## src/include/cmd_line_defs.vh

```
`ifndef CMD_LINE_DEFS_VH
`define CMD_LINE_DEFS_VH

// Decoded command codes from the line parser
`define CMD_MEM_ACCESS 4'h1
`define CMD_BOOT_JUMP 4'h2
`define CMD_SHADOW_REPLAY 4'h3
`define CMD_PROFILE_SAVE 4'h4
`define CMD_PROFILE_RELOAD 4'h5
`define CMD_RECEIVER_OFF 4'h6
`define CMD_ASSOCIATE 4'h7
`define CMD_NETWORK_SCAN 4'h8
`define CMD_REG_WRITE 4'h9
`define CMD_REG_READ 4'hA

// Memory-access arguments
`define MEM_EE_DUMP_APP 8'h01
`define MEM_EE_DUMP_ALL 8'h02
`define MEM_EE_LINE_WR 8'h03
`define MEM_FL_READ 8'h04
`define MEM_FL_WRITE 8'h05
`define MEM_FL_SECT_ERASE 8'h06
`define MEM_FL_FULL_ERASE 8'h07
`define MEM_BLOCK_SIZE 8'h40

// Register numbers and fields
`define REG_RECOVERY 8'h0B
`define REG_TIMER_A 8'h11
`define REG_TIMER_B 8'h12
`define REG_UNLOCK 8'h5E
`define UNLOCK_BOOT_BIT 5
`define REC_WDT_LSB 0
`define REC_WDT_MSB 2
`define REC_MAC_LSB 4
`define REC_MAC_MSB 7
`define REC_WDT_MAX 4'h7
`define REC_MAC_MAX 4'hF
`define REG_RESET_VAL 8'h00

// Timing
`define CLK_HZ 20000000
`define REPLAY_TICKS_PER_S 16
`define WDT_DEFAULT_MS 2000
`define WDT_ASSOC_MS 8000
`define BOOT_WAIT_MS 20000
`define FULL_ERASE_MS 6000
`define MS_TO_CYC(ms) ((ms) * (`CLK_HZ / 1000))

// Shadow image width: valid, param_ok, code, arg, len, addr
`define SHADOW_W 46

`endif

```

## src/hdl/replay_timer.v

```verilog
`timescale 1ns/1ps
`default_nettype none
`include "cmd_line_defs.vh"

module replay_timer #(
  parameter TICK_CYC = `CLK_HZ / `REPLAY_TICKS_PER_S
) (
  input wire clk,
  input wire rst_n,
  input wire [7:0] factor_a,
  input wire [7:0] factor_b,
  output reg expire
);
  reg [31:0] div_cnt;
  reg [15:0] tick_cnt;
  wire [15:0] interval = factor_a * factor_b;
  wire running = (factor_a != 8'h00) && (factor_b != 8'h00);
  wire tick = (div_cnt == TICK_CYC - 1);

  // Sixteenth-second enable and tick counter; zero factor holds everything cleared
  always @(posedge clk or negedge rst_n) begin
    if (!rst_n) begin
      div_cnt <= 32'h0000_0000;
      tick_cnt <= 16'h0000;
      expire <= 1'b0;
    end else begin
      expire <= 1'b0;
      if (!running) begin
        div_cnt <= 32'h0000_0000;
        tick_cnt <= 16'h0000;
      end else begin
        div_cnt <= tick ? 32'h0000_0000 : div_cnt + 32'h0000_0001;
        if (tick) begin
          // Compare with >= so a shrunk interval expires on the next tick, not after wrap
          if (tick_cnt + 16'h0001 >= interval) begin
            tick_cnt <= 16'h0000;
            expire <= 1'b1;
          end else begin
            tick_cnt <= tick_cnt + 16'h0001;
          end
        end
      end
    end
  end
endmodule

`default_nettype wire

```

## src/hdl/watchdog_timer.v

```verilog
`timescale 1ns/1ps
`default_nettype none
`include "cmd_line_defs.vh"

module watchdog_timer #(
  parameter DEF_CYC = `MS_TO_CYC(`WDT_DEFAULT_MS),
  parameter LONG_CYC = `MS_TO_CYC(`WDT_ASSOC_MS)
) (
  input wire clk,
  input wire rst_n,
  input wire kick,
  input wire off,
  input wire long_mode,
  output reg expire
);
  reg [31:0] cnt;
  wire [31:0] limit = long_mode ? LONG_CYC : DEF_CYC;

  // Count since last kick; off holds it cleared so no bite can follow a scan
  always @(posedge clk or negedge rst_n) begin
    if (!rst_n) begin
      cnt <= 32'h0000_0000;
      expire <= 1'b0;
    end else begin
      expire <= 1'b0;
      if (kick || off) begin
        cnt <= 32'h0000_0000;
      end else if (cnt >= limit - 1) begin
        cnt <= 32'h0000_0000;
        expire <= 1'b1;
      end else begin
        cnt <= cnt + 32'h0000_0001;
      end
    end
  end
endmodule

`default_nettype wire

```

## src/hdl/cmd_line_service.v

```verilog
`timescale 1ns/1ps
`default_nettype none
`include "cmd_line_defs.vh"

module cmd_line_service #(
  parameter TICK_CYC = `CLK_HZ / `REPLAY_TICKS_PER_S,
  parameter WDT_DEF_CYC = `MS_TO_CYC(`WDT_DEFAULT_MS),
  parameter WDT_LONG_CYC = `MS_TO_CYC(`WDT_ASSOC_MS),
  parameter BOOT_WAIT_CYC = `MS_TO_CYC(`BOOT_WAIT_MS),
  parameter ERASE_LIMIT_CYC = 2 * `MS_TO_CYC(`FULL_ERASE_MS),
  parameter SECTOR_BYTES = 4096
) (
  input wire REF_CLK_I,
  input wire RST_B_I,
  // Decoded command from the line parser
  input wire CMD_VALID_I,
  input wire [3:0] CMD_CODE_I,
  input wire [7:0] CMD_ARG_I,
  input wire [7:0] CMD_LEN_I,
  input wire [23:0] CMD_ADDR_I,
  input wire CMD_PARAM_OK_I,
  input wire CMD_SHADOW_I,
  output wire CMD_READY_O,
  // Answer to the terminal
  output reg RSP_VALID_O,
  output reg RSP_OK_O,
  output reg [7:0] RSP_DATA_O,
  // Persistent memory engine
  output reg MEM_REQ_O,
  output reg [7:0] MEM_OP_O,
  output reg [7:0] MEM_LEN_O,
  output reg [23:0] MEM_ADDR_O,
  input wire MEM_DONE_I,
  input wire MEM_OK_I,
  // Network commands handled by the radio side
  output reg NET_REQ_O,
  output reg [3:0] NET_CODE_O,
  input wire NET_DONE_I,
  input wire NET_OK_I,
  input wire MAC_ERR_I,
  input wire END_DEVICE_I,
  // Profile image of the shadow buffer
  output reg PROFILE_SAVE_O,
  output wire [`SHADOW_W-1:0] SHADOW_IMAGE_O,
  input wire [`SHADOW_W-1:0] NV_SHADOW_I,
  // Bootloader, watchdog and system reset
  output reg BOOT_JUMP_O,
  input wire PROG_CONNECT_I,
  input wire WDT_KICK_I,
  output reg SYS_RST_O,
  output reg AUTO_ACTIVE_O,
  output reg RX_ON_O,
  output wire [7:0] RECOVERY_COUNT_O
);
  localparam ST_IDLE = 4'b0001;
  localparam ST_WAIT = 4'b0010;
  localparam ST_BOOT = 4'b0100;
  localparam ST_DONE = 4'b1000;

  // Saturating increment shared by both event counters
  function [3:0] sat_inc;
    input [3:0] v;
    input [3:0] max;
    begin
      sat_inc = (v >= max) ? max : v + 4'h1;
    end
  endfunction

  reg [1:0] rst_sync;
  wire rst_n = rst_sync[1];
  reg [3:0] state;
  reg [7:0] timer_a;
  reg [7:0] timer_b;
  reg [7:0] unlock;
  reg [2:0] wdt_cnt;
  reg [3:0] mac_cnt;
  reg [`SHADOW_W-1:0] shadow;
  reg replay_pend;
  reg from_shadow;
  reg wait_mem;
  reg [3:0] wait_code;
  reg [31:0] wait_cnt;
  reg prog_seen;
  wire replay_tick;
  wire wdt_bite;

  // Release the asynchronous reset through two flops
  always @(posedge REF_CLK_I or negedge RST_B_I) begin
    if (!RST_B_I) begin
      rst_sync <= 2'b00;
    end else begin
      rst_sync <= {rst_sync[0], 1'b1};
    end
  end

  // A replay waits until no host command competes for the interpreter
  wire idle = (state == ST_IDLE);
  wire host_go = idle && CMD_VALID_I;
  wire replay_go = idle && !CMD_VALID_I && replay_pend && shadow[45];
  wire go = host_go || replay_go;
  assign CMD_READY_O = idle;

  // Current line: from the host or from the shadow buffer
  wire [3:0] cur_code = replay_go ? shadow[43:40] : CMD_CODE_I;
  wire [7:0] cur_arg = replay_go ? shadow[39:32] : CMD_ARG_I;
  wire [7:0] cur_len = replay_go ? shadow[31:24] : CMD_LEN_I;
  wire [23:0] cur_addr = replay_go ? shadow[23:0] : CMD_ADDR_I;
  wire cur_pok = replay_go ? shadow[44] : CMD_PARAM_OK_I;

  // Write range must not run past the end of its sector
  wire [31:0] sect_off = {8'h00, cur_addr} % SECTOR_BYTES;
  wire in_sector = (sect_off + {24'h00_0000, cur_len}) <= SECTOR_BYTES;

  // Legality of a memory-access line
  reg mem_ok;
  always @* begin
    mem_ok = 1'b0;
    case (cur_arg)
      `MEM_EE_DUMP_APP: mem_ok = 1'b1;
      `MEM_EE_DUMP_ALL: mem_ok = 1'b1;
      `MEM_EE_LINE_WR: mem_ok = cur_pok;
      `MEM_FL_READ: mem_ok = cur_pok;
      `MEM_FL_WRITE: mem_ok = cur_pok && in_sector;
      `MEM_FL_SECT_ERASE: mem_ok = cur_pok && (cur_len == `MEM_BLOCK_SIZE);
      `MEM_FL_FULL_ERASE: mem_ok = 1'b1;
      default: mem_ok = 1'b0;
    endcase
  end

  wire boot_ok = unlock[`UNLOCK_BOOT_BIT] && !RX_ON_O;
  wire is_net = (cur_code == `CMD_ASSOCIATE) || (cur_code == `CMD_NETWORK_SCAN);
  wire wait_done = wait_mem ? MEM_DONE_I : NET_DONE_I;
  wire wait_ok = wait_mem ? MEM_OK_I : NET_OK_I;
  wire erase_late = wait_mem && (MEM_OP_O == `MEM_FL_FULL_ERASE)
                    && (wait_cnt >= ERASE_LIMIT_CYC - 1);
  wire boot_late = !prog_seen && (wait_cnt >= BOOT_WAIT_CYC - 1);
  wire mac_fail = AUTO_ACTIVE_O && MAC_ERR_I;
  wire reg_wr = go && (cur_code == `CMD_REG_WRITE);
  wire reload = go && (cur_code == `CMD_PROFILE_RELOAD);
  // Watchdog count widened for the shared helper, then cut back to three bits
  wire [3:0] next_wdt = sat_inc({1'b0, wdt_cnt}, `REC_WDT_MAX);

  // Interpreter sequence
  always @(posedge REF_CLK_I or negedge rst_n) begin
    if (!rst_n) begin
      state <= ST_IDLE;
      RSP_VALID_O <= 1'b0;
      RSP_OK_O <= 1'b0;
      RSP_DATA_O <= 8'h00;
      MEM_REQ_O <= 1'b0;
      MEM_OP_O <= 8'h00;
      MEM_LEN_O <= 8'h00;
      MEM_ADDR_O <= 24'h00_0000;
      NET_REQ_O <= 1'b0;
      NET_CODE_O <= 4'h0;
      PROFILE_SAVE_O <= 1'b0;
      BOOT_JUMP_O <= 1'b0;
      SYS_RST_O <= 1'b0;
      AUTO_ACTIVE_O <= 1'b0;
      RX_ON_O <= 1'b0;
      from_shadow <= 1'b0;
      wait_mem <= 1'b0;
      wait_code <= 4'h0;
      wait_cnt <= 32'h0000_0000;
      prog_seen <= 1'b0;
    end else begin
      RSP_VALID_O <= 1'b0;
      MEM_REQ_O <= 1'b0;
      NET_REQ_O <= 1'b0;
      PROFILE_SAVE_O <= 1'b0;
      SYS_RST_O <= 1'b0;
      if (wdt_bite || mac_fail) begin
        // Soft reset: sequence aborts, registers and link state stay put
        SYS_RST_O <= 1'b1;
        state <= ST_IDLE;
        AUTO_ACTIVE_O <= 1'b0;
        BOOT_JUMP_O <= 1'b0;
      end else begin
        case (state)
          ST_IDLE: begin
            if (go) begin
              from_shadow <= replay_go;
              AUTO_ACTIVE_O <= replay_go;
              RSP_DATA_O <= 8'h00;
              wait_cnt <= 32'h0000_0000;
              state <= ST_DONE;
              RSP_OK_O <= 1'b1;
              case (cur_code)
                `CMD_MEM_ACCESS: begin
                  if (mem_ok) begin
                    MEM_REQ_O <= 1'b1;
                    MEM_OP_O <= cur_arg;
                    MEM_LEN_O <= cur_len;
                    MEM_ADDR_O <= cur_addr;
                    wait_mem <= 1'b1;
                    state <= ST_WAIT;
                  end else begin
                    RSP_OK_O <= 1'b0;
                  end
                end
                `CMD_BOOT_JUMP: begin
                  if (boot_ok) begin
                    BOOT_JUMP_O <= 1'b1;
                    prog_seen <= 1'b0;
                    state <= ST_BOOT;
                  end else begin
                    RSP_OK_O <= 1'b0;
                  end
                end
                `CMD_RECEIVER_OFF: RX_ON_O <= 1'b0;
                `CMD_PROFILE_SAVE: PROFILE_SAVE_O <= 1'b1;
                `CMD_SHADOW_REPLAY: RSP_OK_O <= 1'b1;
                `CMD_PROFILE_RELOAD: RSP_OK_O <= 1'b1;
                `CMD_REG_WRITE: RSP_OK_O <= 1'b1;
                `CMD_REG_READ: begin
                  case (cur_arg)
                    `REG_TIMER_A: RSP_DATA_O <= timer_a;
                    `REG_TIMER_B: RSP_DATA_O <= timer_b;
                    `REG_UNLOCK: RSP_DATA_O <= unlock;
                    `REG_RECOVERY: RSP_DATA_O <= RECOVERY_COUNT_O;
                    default: RSP_OK_O <= 1'b0;
                  endcase
                end
                default: begin
                  if (is_net) begin
                    NET_REQ_O <= 1'b1;
                    NET_CODE_O <= cur_code;
                    wait_mem <= 1'b0;
                    wait_code <= cur_code;
                    state <= ST_WAIT;
                  end else begin
                    RSP_OK_O <= 1'b0;
                  end
                end
              endcase
            end
          end
          ST_WAIT: begin
            wait_cnt <= wait_cnt + 32'h0000_0001;
            if (wait_done || erase_late) begin
              // Full erase reports only when the engine finishes, or errors if it hangs
              RSP_OK_O <= wait_done && wait_ok;
              if (!wait_mem && wait_done && NET_OK_I && (wait_code == `CMD_ASSOCIATE)) begin
                RX_ON_O <= 1'b1;
              end
              state <= ST_DONE;
            end
          end
          ST_BOOT: begin
            // No answer here: the loader owns the port until it resets us
            if (PROG_CONNECT_I) begin
              prog_seen <= 1'b1;
            end
            if (!prog_seen) begin
              wait_cnt <= wait_cnt + 32'h0000_0001;
            end
            if (boot_late && !PROG_CONNECT_I) begin
              SYS_RST_O <= 1'b1;
              BOOT_JUMP_O <= 1'b0;
              state <= ST_IDLE;
            end
          end
          ST_DONE: begin
            RSP_VALID_O <= 1'b1;
            AUTO_ACTIVE_O <= 1'b0;
            state <= ST_IDLE;
          end
          default: state <= ST_IDLE;
        endcase
      end
    end
  end

  // Registers the command set writes; reload and zero-write clear counters
  always @(posedge REF_CLK_I or negedge rst_n) begin
    if (!rst_n) begin
      timer_a <= `REG_RESET_VAL;
      timer_b <= `REG_RESET_VAL;
      unlock <= `REG_RESET_VAL;
    end else begin
      if (reg_wr && (cur_arg == `REG_TIMER_A)) begin
        timer_a <= cur_len;
      end
      if (reg_wr && (cur_arg == `REG_TIMER_B)) begin
        timer_b <= cur_len;
      end
      // Unlock lives one command only and never joins the profile image
      if (reg_wr && (cur_arg == `REG_UNLOCK)) begin
        unlock <= cur_len;
      end else if (go) begin
        unlock <= `REG_RESET_VAL;
      end
    end
  end

  // Event counters; an event in the clearing cycle still counts
  always @(posedge REF_CLK_I or negedge rst_n) begin
    if (!rst_n) begin
      wdt_cnt <= 3'h0;
      mac_cnt <= 4'h0;
    end else begin
      if (wdt_bite) begin
        wdt_cnt <= next_wdt[2:0];
      end else if (reload) begin
        wdt_cnt <= 3'h0;
      end else if (reg_wr && (cur_arg == `REG_RECOVERY)) begin
        wdt_cnt <= cur_len[`REC_WDT_MSB:`REC_WDT_LSB];
      end
      if (mac_fail) begin
        mac_cnt <= sat_inc(mac_cnt, `REC_MAC_MAX);
      end else if (reload) begin
        mac_cnt <= 4'h0;
      end else if (reg_wr && (cur_arg == `REG_RECOVERY)) begin
        mac_cnt <= cur_len[`REC_MAC_MSB:`REC_MAC_LSB];
      end
    end
  end
  assign RECOVERY_COUNT_O = {mac_cnt, 1'b0, wdt_cnt};

  // Shadow buffer: prefixed lines captured as typed, whatever their result
  always @(posedge REF_CLK_I or negedge rst_n) begin
    if (!rst_n) begin
      shadow <= {`SHADOW_W{1'b0}};
      replay_pend <= 1'b0;
    end else begin
      if (host_go && CMD_SHADOW_I) begin
        shadow <= {1'b1, CMD_PARAM_OK_I, CMD_CODE_I, CMD_ARG_I, CMD_LEN_I,
                   CMD_ADDR_I};
      end else if (reload) begin
        shadow <= NV_SHADOW_I;
      end
      // Manual replay queues the line for the next idle cycle with no host command valid
      // A request in the launch cycle wins, so no timer expiry is lost
      if ((host_go && (CMD_CODE_I == `CMD_SHADOW_REPLAY)) || replay_tick) begin
        replay_pend <= 1'b1;
      end else if (replay_go) begin
        replay_pend <= 1'b0;
      end
    end
  end
  assign SHADOW_IMAGE_O = shadow;

  replay_timer #(
    .TICK_CYC(TICK_CYC)
  ) u_replay (
    .clk(REF_CLK_I),
    .rst_n(rst_n),
    .factor_a(timer_a),
    .factor_b(timer_b),
    .expire(replay_tick)
  );

  // Scan and bootloader wait switch the dog off; end-device join stretches it
  watchdog_timer #(
    .DEF_CYC(WDT_DEF_CYC),
    .LONG_CYC(WDT_LONG_CYC)
  ) u_wdt (
    .clk(REF_CLK_I),
    .rst_n(rst_n),
    .kick(WDT_KICK_I),
    .off((state == ST_BOOT) || ((state == ST_WAIT) && !wait_mem
         && (wait_code == `CMD_NETWORK_SCAN))),
    .long_mode((state == ST_WAIT) && !wait_mem && END_DEVICE_I
               && (wait_code == `CMD_ASSOCIATE)),
    .expire(wdt_bite)
  );
endmodule

`default_nettype wire

```

## config.mk

```make
export PLATFORM = sky130hd
export DESIGN_NAME = cmd_line_service
export DESIGN_NICKNAME = d
export VERILOG_FILES = /design/src/hdl/replay_timer.v /design/src/hdl/watchdog_timer.v /design/src/hdl/cmd_line_service.v
export VERILOG_INCLUDE_DIRS = /design/src /design/src/include
export SDC_FILE = /design/constraint.sdc
export NUM_CORES = 1
export LEC_CHECK = 0
export ABC_AREA = 1
export BUFFER_PORTS_ARGS = -buffer_cell sky130_fd_sc_hd__buf_2
export CAP_MARGIN = 20
export CORE_MARGIN = 4
export CORE_UTILIZATION = 30
export DETAILED_ROUTE_END_ITERATION = 7
export SLEW_MARGIN = 30
export SYNTH_ARGS = -nofsm -noshare
export SYNTH_HDL_FRONTEND = slang
export SYNTH_HIERARCHICAL = 1
export SYNTH_SLANG_ARGS = --single-unit
```

## constraint.sdc

```tcl
create_clock -name REF_CLK_I -period 22.3 [get_ports REF_CLK_I]
set_clock_uncertainty 0.2 [all_clocks]
set_input_delay 4.46 -clock REF_CLK_I [delete_from_list [all_inputs] [get_ports REF_CLK_I]]
set_output_delay 4.46 -clock REF_CLK_I [all_outputs]
set_load 0.01 [all_outputs]
```

# Word level (Yosys, flattened, before mapping)
# Cells that the tools add are included.
# W data, S select, Z words.
# op_classes
n_addsub	8
multipliers	1
order_cmp	7
eq_ne	46
mux	96
bitwise_logic	3
n_reduce_logical	72
# ops
operator	count
$mux W32	6
$add A32 B1 Y32 const B	3
$pmux W32 S3	1
$mux W46	2
$mux W1	50
$mux W16	3
$mux W4	12
$eq A8 B3 Y1 const B	5
$mux W8	5
$eq A32 B21 Y1 const B	1
$ge A32 B28 Y1 const B	1
$ge A32 B29 Y1 const B	1
$ge A32 B32 Y1	1
$pmux W8 S4	1
$sub A32 B1 Y32 const B	1
$logic_and A1 B1 Y1	29
$mux W28	1
$eq A4 B3 Y1 const B	6
$mux W24	1
$pmux W4 S3	2
$eq A4 B4 Y1 const B	5
$reduce_and A6 Y1	3
$add A16 B1 Y16 const B	1
$eq A4 B2 Y1 const B	4
other kinds (38)	88
# word_totals
ff_bits	261
in_bits	103
output_inout_bits	116
wordCells	264

# Longest topological paths before layout
# logic_depth
ltp_word	14
ltp_mapped	29

# Modules after synthesis
# Netlist, hierarchy kept.
# modules_own_cells
module	n_inst	cells_per_inst	area_per_inst_um2	seq_area_each_um2
cmd_line_service	1	1430	10248.6	4480.5
replay_timer	1	822	5785.5	1226.2
watchdog_timer	1	350	2393.5	825.8

# Least setup slack after synthesis
# No wires, ideal clock.
# synth_path
path_type	in2reg
startpoint	input CMD_VALID_I
endpoint	register MEM_LEN_O[3]
setup_time_ns	0.136
arrival_time_ns	7.362
required_time_ns	21.964
path_slack_ns	14.602
stages	28
path_buffers	5
cell_sequence	inv_1 > nand3_1 > inv_1 > nand2_4 > buf_6 > buf_2 > clkbuf_1 > nand2_1 > nand2_1 > ha_1 > inv_1 > fa_1 > inv_1 > nand3_1 > nand3_1 > nand3_1 > nor2_1 > nand3_1 > nor2_1 > nand3_1 > nand2_1 > nand2_1 > nand2_1 > nand3_2 > buf_6 > buf_6 > nand2_1 > o21ai_0
# synth_via
elab_chain_cells	10
# synth_lines
item	line_no	text
from (decl)	cmd_line_service.v:16	input wire CMD_VALID_I,
$logic_not A1 Y1	cmd_line_service.v:99	wire replay_go = idle && !CMD_VALID_I && replay_pend && shadow[45];
$logic_and A1 B1 Y1 (3 in a row)	cmd_line_service.v:99	
$mux W24	cmd_line_service.v:107	wire [23:0] cur_addr = replay_go ? shadow[23:0] : CMD_ADDR_I;
via cur_addr[0]	cmd_line_service.v:107	
$add A12 B8 Y13	cmd_line_service.v:112	wire in_sector = (sect_off + {24'h00_0000, cur_len}) <= SECTOR_BYTES;
$le A13 B13 Y1	cmd_line_service.v:112	
$logic_and A1 B1 Y1	cmd_line_service.v:123	`MEM_FL_WRITE: mem_ok = cur_pok && in_sector;
$pmux W1 S4	cmd_line_service.v:118	case (cur_arg)
$reduce_and A5 Y1 (no source line)	-	
to (signal assigned)	cmd_line_service.v:193	MEM_LEN_O <= cur_len;
to (decl)	cmd_line_service.v:31	output reg [7:0] MEM_LEN_O,
# The timed path passes the listed nets, and every way through them passes these cells.
# A chain may end at the register's enable or synchronous reset.

# Worst setup path in the final report
# layout_path
startpoint	input CMD_VALID_I
endpoint	register MEM_ADDR_O[4]
# layout_via
elab_chain_cells	10
# layout_lines
item	line_no	text
$logic_not A1 Y1 *	cmd_line_service.v:99	
$logic_and A1 B1 Y1 * (3 in a row)	cmd_line_service.v:99	
$mux W8 *	cmd_line_service.v:106	wire [7:0] cur_len = replay_go ? shadow[31:24] : CMD_LEN_I;
via cur_len[1]	cmd_line_service.v:106	
$add A12 B8 Y13	cmd_line_service.v:112	
$le A13 B13 Y1	cmd_line_service.v:112	
$logic_and A1 B1 Y1	cmd_line_service.v:123	
$pmux W1 S4 *	cmd_line_service.v:118	
$reduce_and A5 Y1 (no source line) *	-	
to (signal assigned)	cmd_line_service.v:194	MEM_ADDR_O <= cur_addr;
to (decl)	cmd_line_service.v:32	output reg [23:0] MEM_ADDR_O,
# Mark *: on every way through the listed nets, which the timed path passes. The rest lies on a longest branch.

==> summary.md <==
| Metric | Value |
|---|---|
| HP Class | reg -> reg |
| Seq/Total Area, Yosys | ~35% |
| Port Buffers | 217 |
| Synthesis-to-layout area growth | 15.75% |
| Yosys top cell area share | 35.31% |
| Synth Flop Type | dfrtp_1 |
| Kind of end point of the critical path | flop |
| HPWL after DPL | about 44 mm |
| Vias in the first global route | ~17,000 |
| Core box area | 0.06058 mm² |
| Comb pwr share | between 30% and 40% |
| Number of detailed-route iterations in the first pass | 6 |
| CTS sink cnt | ~260 |
| DIE HEIGHT | 255.8 µm |
| Post-CTS Setup Bufs | 0 |
| Final worst slack | 13.82 ns |
| Register share of total power | between 30 and 40% |
| Synth top area cells | dfrtp_1 35%, nand2_1 16%, inv_1 7.4% |
| Root Driver | clkbuf_16 |
| Routed WL per cell | roughly 16 µm |
| Clock power share | around a third |
| Crit-path most repeated cell | nand3_1 |
| Peak VDD IR | slightly below 70 µV |
| Final period util | 38.04% |
| Post-DR vias/cell | between 4 and 5 |
| Area of the mapped netlist | between 0.015 and 0.02 mm² |
| P_leak | 10.92 nW |
| DRC violations left | 0 |
| Tot GR Track Use | 17.17% |
| Synth area leader | dfrtp_1 |
| Num rows | 90 |
| Top delay family on crit path | simple AND/OR/NAND/NOR gates |
| CTS Buf Count | 35 |
| CTS Hold Buffers Added | 0 |
| Antenna Nets Post-Route | 0 |
| FMAX | 117.9 MHz |
| Routed via count | 17,040 |
| Distinct cells, synth | 56 |
| Most instantiated cells after synthesis | 769 x nand2_1, 365 x inv_1, 288 x nor2_1 |
| Worst-path cell chain | buf_2 -> inv_1 -> nand3_1 -> inv_1 -> nand2_4 -> o21ai_1 -> inv_1 -> fa_1 -> inv_1 -> nand3_1 -> nand3_1 -> nand3_1 -> nor2_1 -> nand3_1 -> nor2_1 -> nand3_1 -> nand2_1 -> nand2_1 -> nand2_1 -> nand3_2 -> inv_1 -> nand2_1 -> nand2_1 |
| Layout cell share with drive strength beyond 1 | a little over an eighth |
| Resized Gates After CTS | 0 |
| Post-Syn Area per Cell | about 7.1 µm² |
| First-pass GRT wire length | 91.51 mm |
| Worst path slowest cell | inv_1 |
| Post-synth EDFFs | 0 |
| Final hold viol count | 0 |
| NetSw | between 0.0006 and 0.0007 W |
| Grt total ovfl | 0 |
| Synth Warn # | 6 |
| Starting density of the core | between 30 and 40% |
| Drt initial violations | between 1,000 and 1,500 |
| GPL Wtd Cong | between 0.8 and 0.9 |
| Die footprint | approximately 0.065 mm² |
| Largest net degree at the start of global routing | slightly above 90 |
| Number of max-cap violations | 0 |
| Outcome | complete, no violations |
| Register area | between 0.006 and 0.007 mm² |
| Multi-input gate area | slightly above 0.01 mm² |
| Die width | roughly 260 µm |
| Setup TNS | 0 ns |
| Clock latency on the worst-skew pair | around 0.55 ns |
| P per Cell Area | 83.10 mW/mm² |
| Fill count | 6,544 |
| CP Max Fanout | between 60 and 70 |
| Post-Place Setup Slack | 13.28 ns |
| # setup viols final | 0 |
| CTS tree | yes |
| Crit path launch type | primary input |
| Pint | 0.001084 W |
| R2R Path Start | timer_a[1] |
| Most common cell in the netlist | nand2_1 |
| Max-slew headroom | between 30% and 40% |
| Switching Share | roughly two fifths |
| Final Slew Violations | 0 |
| Hold Startpoint | rst_sync[0] |
| Worst EP arrival | between 8 and 9 ns |
| Min Tclk post-route | around 8.5 ns |
| Worst setup path start | CMD_VALID_I |
| Nets | ~3,000 |
| Setup CP Type | in -> reg |
| Max incr delay on CP | around 0.53 ns |
| Drt total wl | between 50 and 60 mm |
| WP buf/inv | 6 |
| Critical Path RT | roughly 23 ns |
| Worst-path clk slew | ~0.050 ns |
| Worst-Margin Slew | about 0.99 ns |
| Synth async-reset ratio | 100.0% |
| Htree depth | 2 |
| Clk buf depth | 3 |
| Post-Synthesis Cells | about 2,600 |
| RSZ-0062 raised after global routing | no |
| Synth Register Bits | between 200 and 300 |
| Boundary Pins | roughly 220 |
| Initial antenna violation count | 4 |
==> sequential cells by signal (all words and copies together), names as in the netlist, 16 cells and up <==
signal and count:
u_replay/div_cnt 32, MEM_ADDR_O 24, SHADOW_IMAGE_O 46, u_replay/tick_cnt 16, u_wdt/cnt 32, wait_cnt 32
==> worst paths after layout <==
check | endpoint | slack [ns] | cells after the start
max in group asynchronous | rst_sync[1] | 18.30 | 1
hold / removal | rst_sync[1] | 0.15 | 0
hold reg to reg | rst_sync[1] | 0.15 | 0
min in group asynchronous | SHADOW_IMAGE_O[18] | 0.18 | 0
setup reg to reg | u_replay/expire | 16.32 | 18
setup / recovery | MEM_ADDR_O[4] | 13.82 | 23
==> kinds of logic after synthesis <==
kind of cell,after synthesis,synth area share [%]
flip-flops,261,35.45
multiplexers,1,0.05432
other,3,0.06110
XOR/XNOR,55,2.614
buffers and inverters,459,10.12
adder cells (fa/ha/maj),118,9.519
AND/OR/NAND/NOR,1435,33.79
AO/OA/AOI/OAI,270,8.392
==> power groups by stage <==
| stage | Combinational (W) | Clock, W | Sequential [W] |
|---|---|---|---|
| finish | 0.000595 | 0.000579 | 0.000599 |
| global route | 0.000679 | 0.000615 | 0.000607 |
| CTS | 0.000602 | 0.000599 | 0.000600 |
| detailed placement | 0.000599 | 0 | 0.000607 |
| global placement | 0.000598 | 0 | 0.000607 |
| floorplan | 0.000380 | 0 | 0.000615 |
==> cells in the final DEF, fill, tap and decap left out, types with 4 or more instances in the layout <==
cell / netlist / routed
o21ai_1: 6 / 6
nand2_1: 769 / 767
nand4_1: 52 / 52
nand3b_1: 5 / 5
clkbuf_1: 32 / 4
nor2_2: 22 / 22
inv_2: 9 / 9
o31ai_1: 14 / 14
inv_1: 365 / 365
nor3_2: 6 / 6
xor2_1: 41 / 41
clkbuf_16: 0 / 35
a211oi_1: 4 / 4
nor4_1: 10 / 10
or2_2: 8 / 8
a31oi_1: 37 / 37
o22ai_1: 20 / 20
nand3_2: 4 / 4
xnor2_1: 14 / 14
o21ai_0: 120 / 120
inv_6: 0 / 4
nand2_2: 15 / 16
clkbuf_8: 0 / 8
o21ai_2: 6 / 6
o21a_1: 4 / 4
nor2_4: 17 / 18
clkinv_2: 0 / 7
fa_1: 37 / 37
nor3_1: 45 / 45
buf_4: 4 / 6
ha_1: 81 / 81
a21oi_1: 44 / 44
nor2_1: 288 / 287
dfrtp_1: 260 / 259
a21boi_0: 4 / 4
nand3_1: 182 / 182
conb_1: 3 / 5
buf_2: 36 / 217
==> through the flow <==
step,hold slack [ns],area (µm²),cells,util (%),total power (W)
finish,0.1503,21330,3595,35.21,0.001773
floorplan,0.1312,18440,2604,-,0.0009951
global route,0.1645,21330,3593,35.20,0.001902
detailed placement,0.1404,20140,3529,33.24,0.001207
CTS,0.1530,21320,3593,35.19,0.001801
global placement,0.1328,20130,3529,33.23,0.001205
==> worst register-to-register path: stages, from the launching register on <==
cell      delay, ns
dfrtp_1        0.54
nand2_1        0.15
inv_1          0.07
fa_1           0.53
fa_1           0.53
fa_1           0.54
inv_1          0.05
fa_1           0.52
inv_1          0.04
ha_1           0.34
a21oi_1        0.27
o21ai_0        0.15
a21oi_1        0.17
xor2_1         0.16
ha_1           0.27
a21oi_1        0.13
o21ai_0        0.11
a21oi_2        0.65
a21boi_0       0.36
==> metal layers <==
layer	global-route usage (%)	routed length (µm)	up-vias
li1	-	-	8621
met1	22.77	25470	7895
met2	28.44	26500	447
met3	3.651	3665	76
met4	4.815	1390	2
met5	0	13	-
==> area by class of cell <==
cell class,count,share of cell area [%]
Antenna cell,2,0.02346
Clock inverter,17,0.8623
Tap cell,782,4.587
Clock buffer,47,4.693
Inverter,377,6.646
Multi-Input combinational cell,1884,47.14
Sequential cell,261,30.64
Timing Repair Buffer,225,5.408
(Power assumes the default switching activity.)
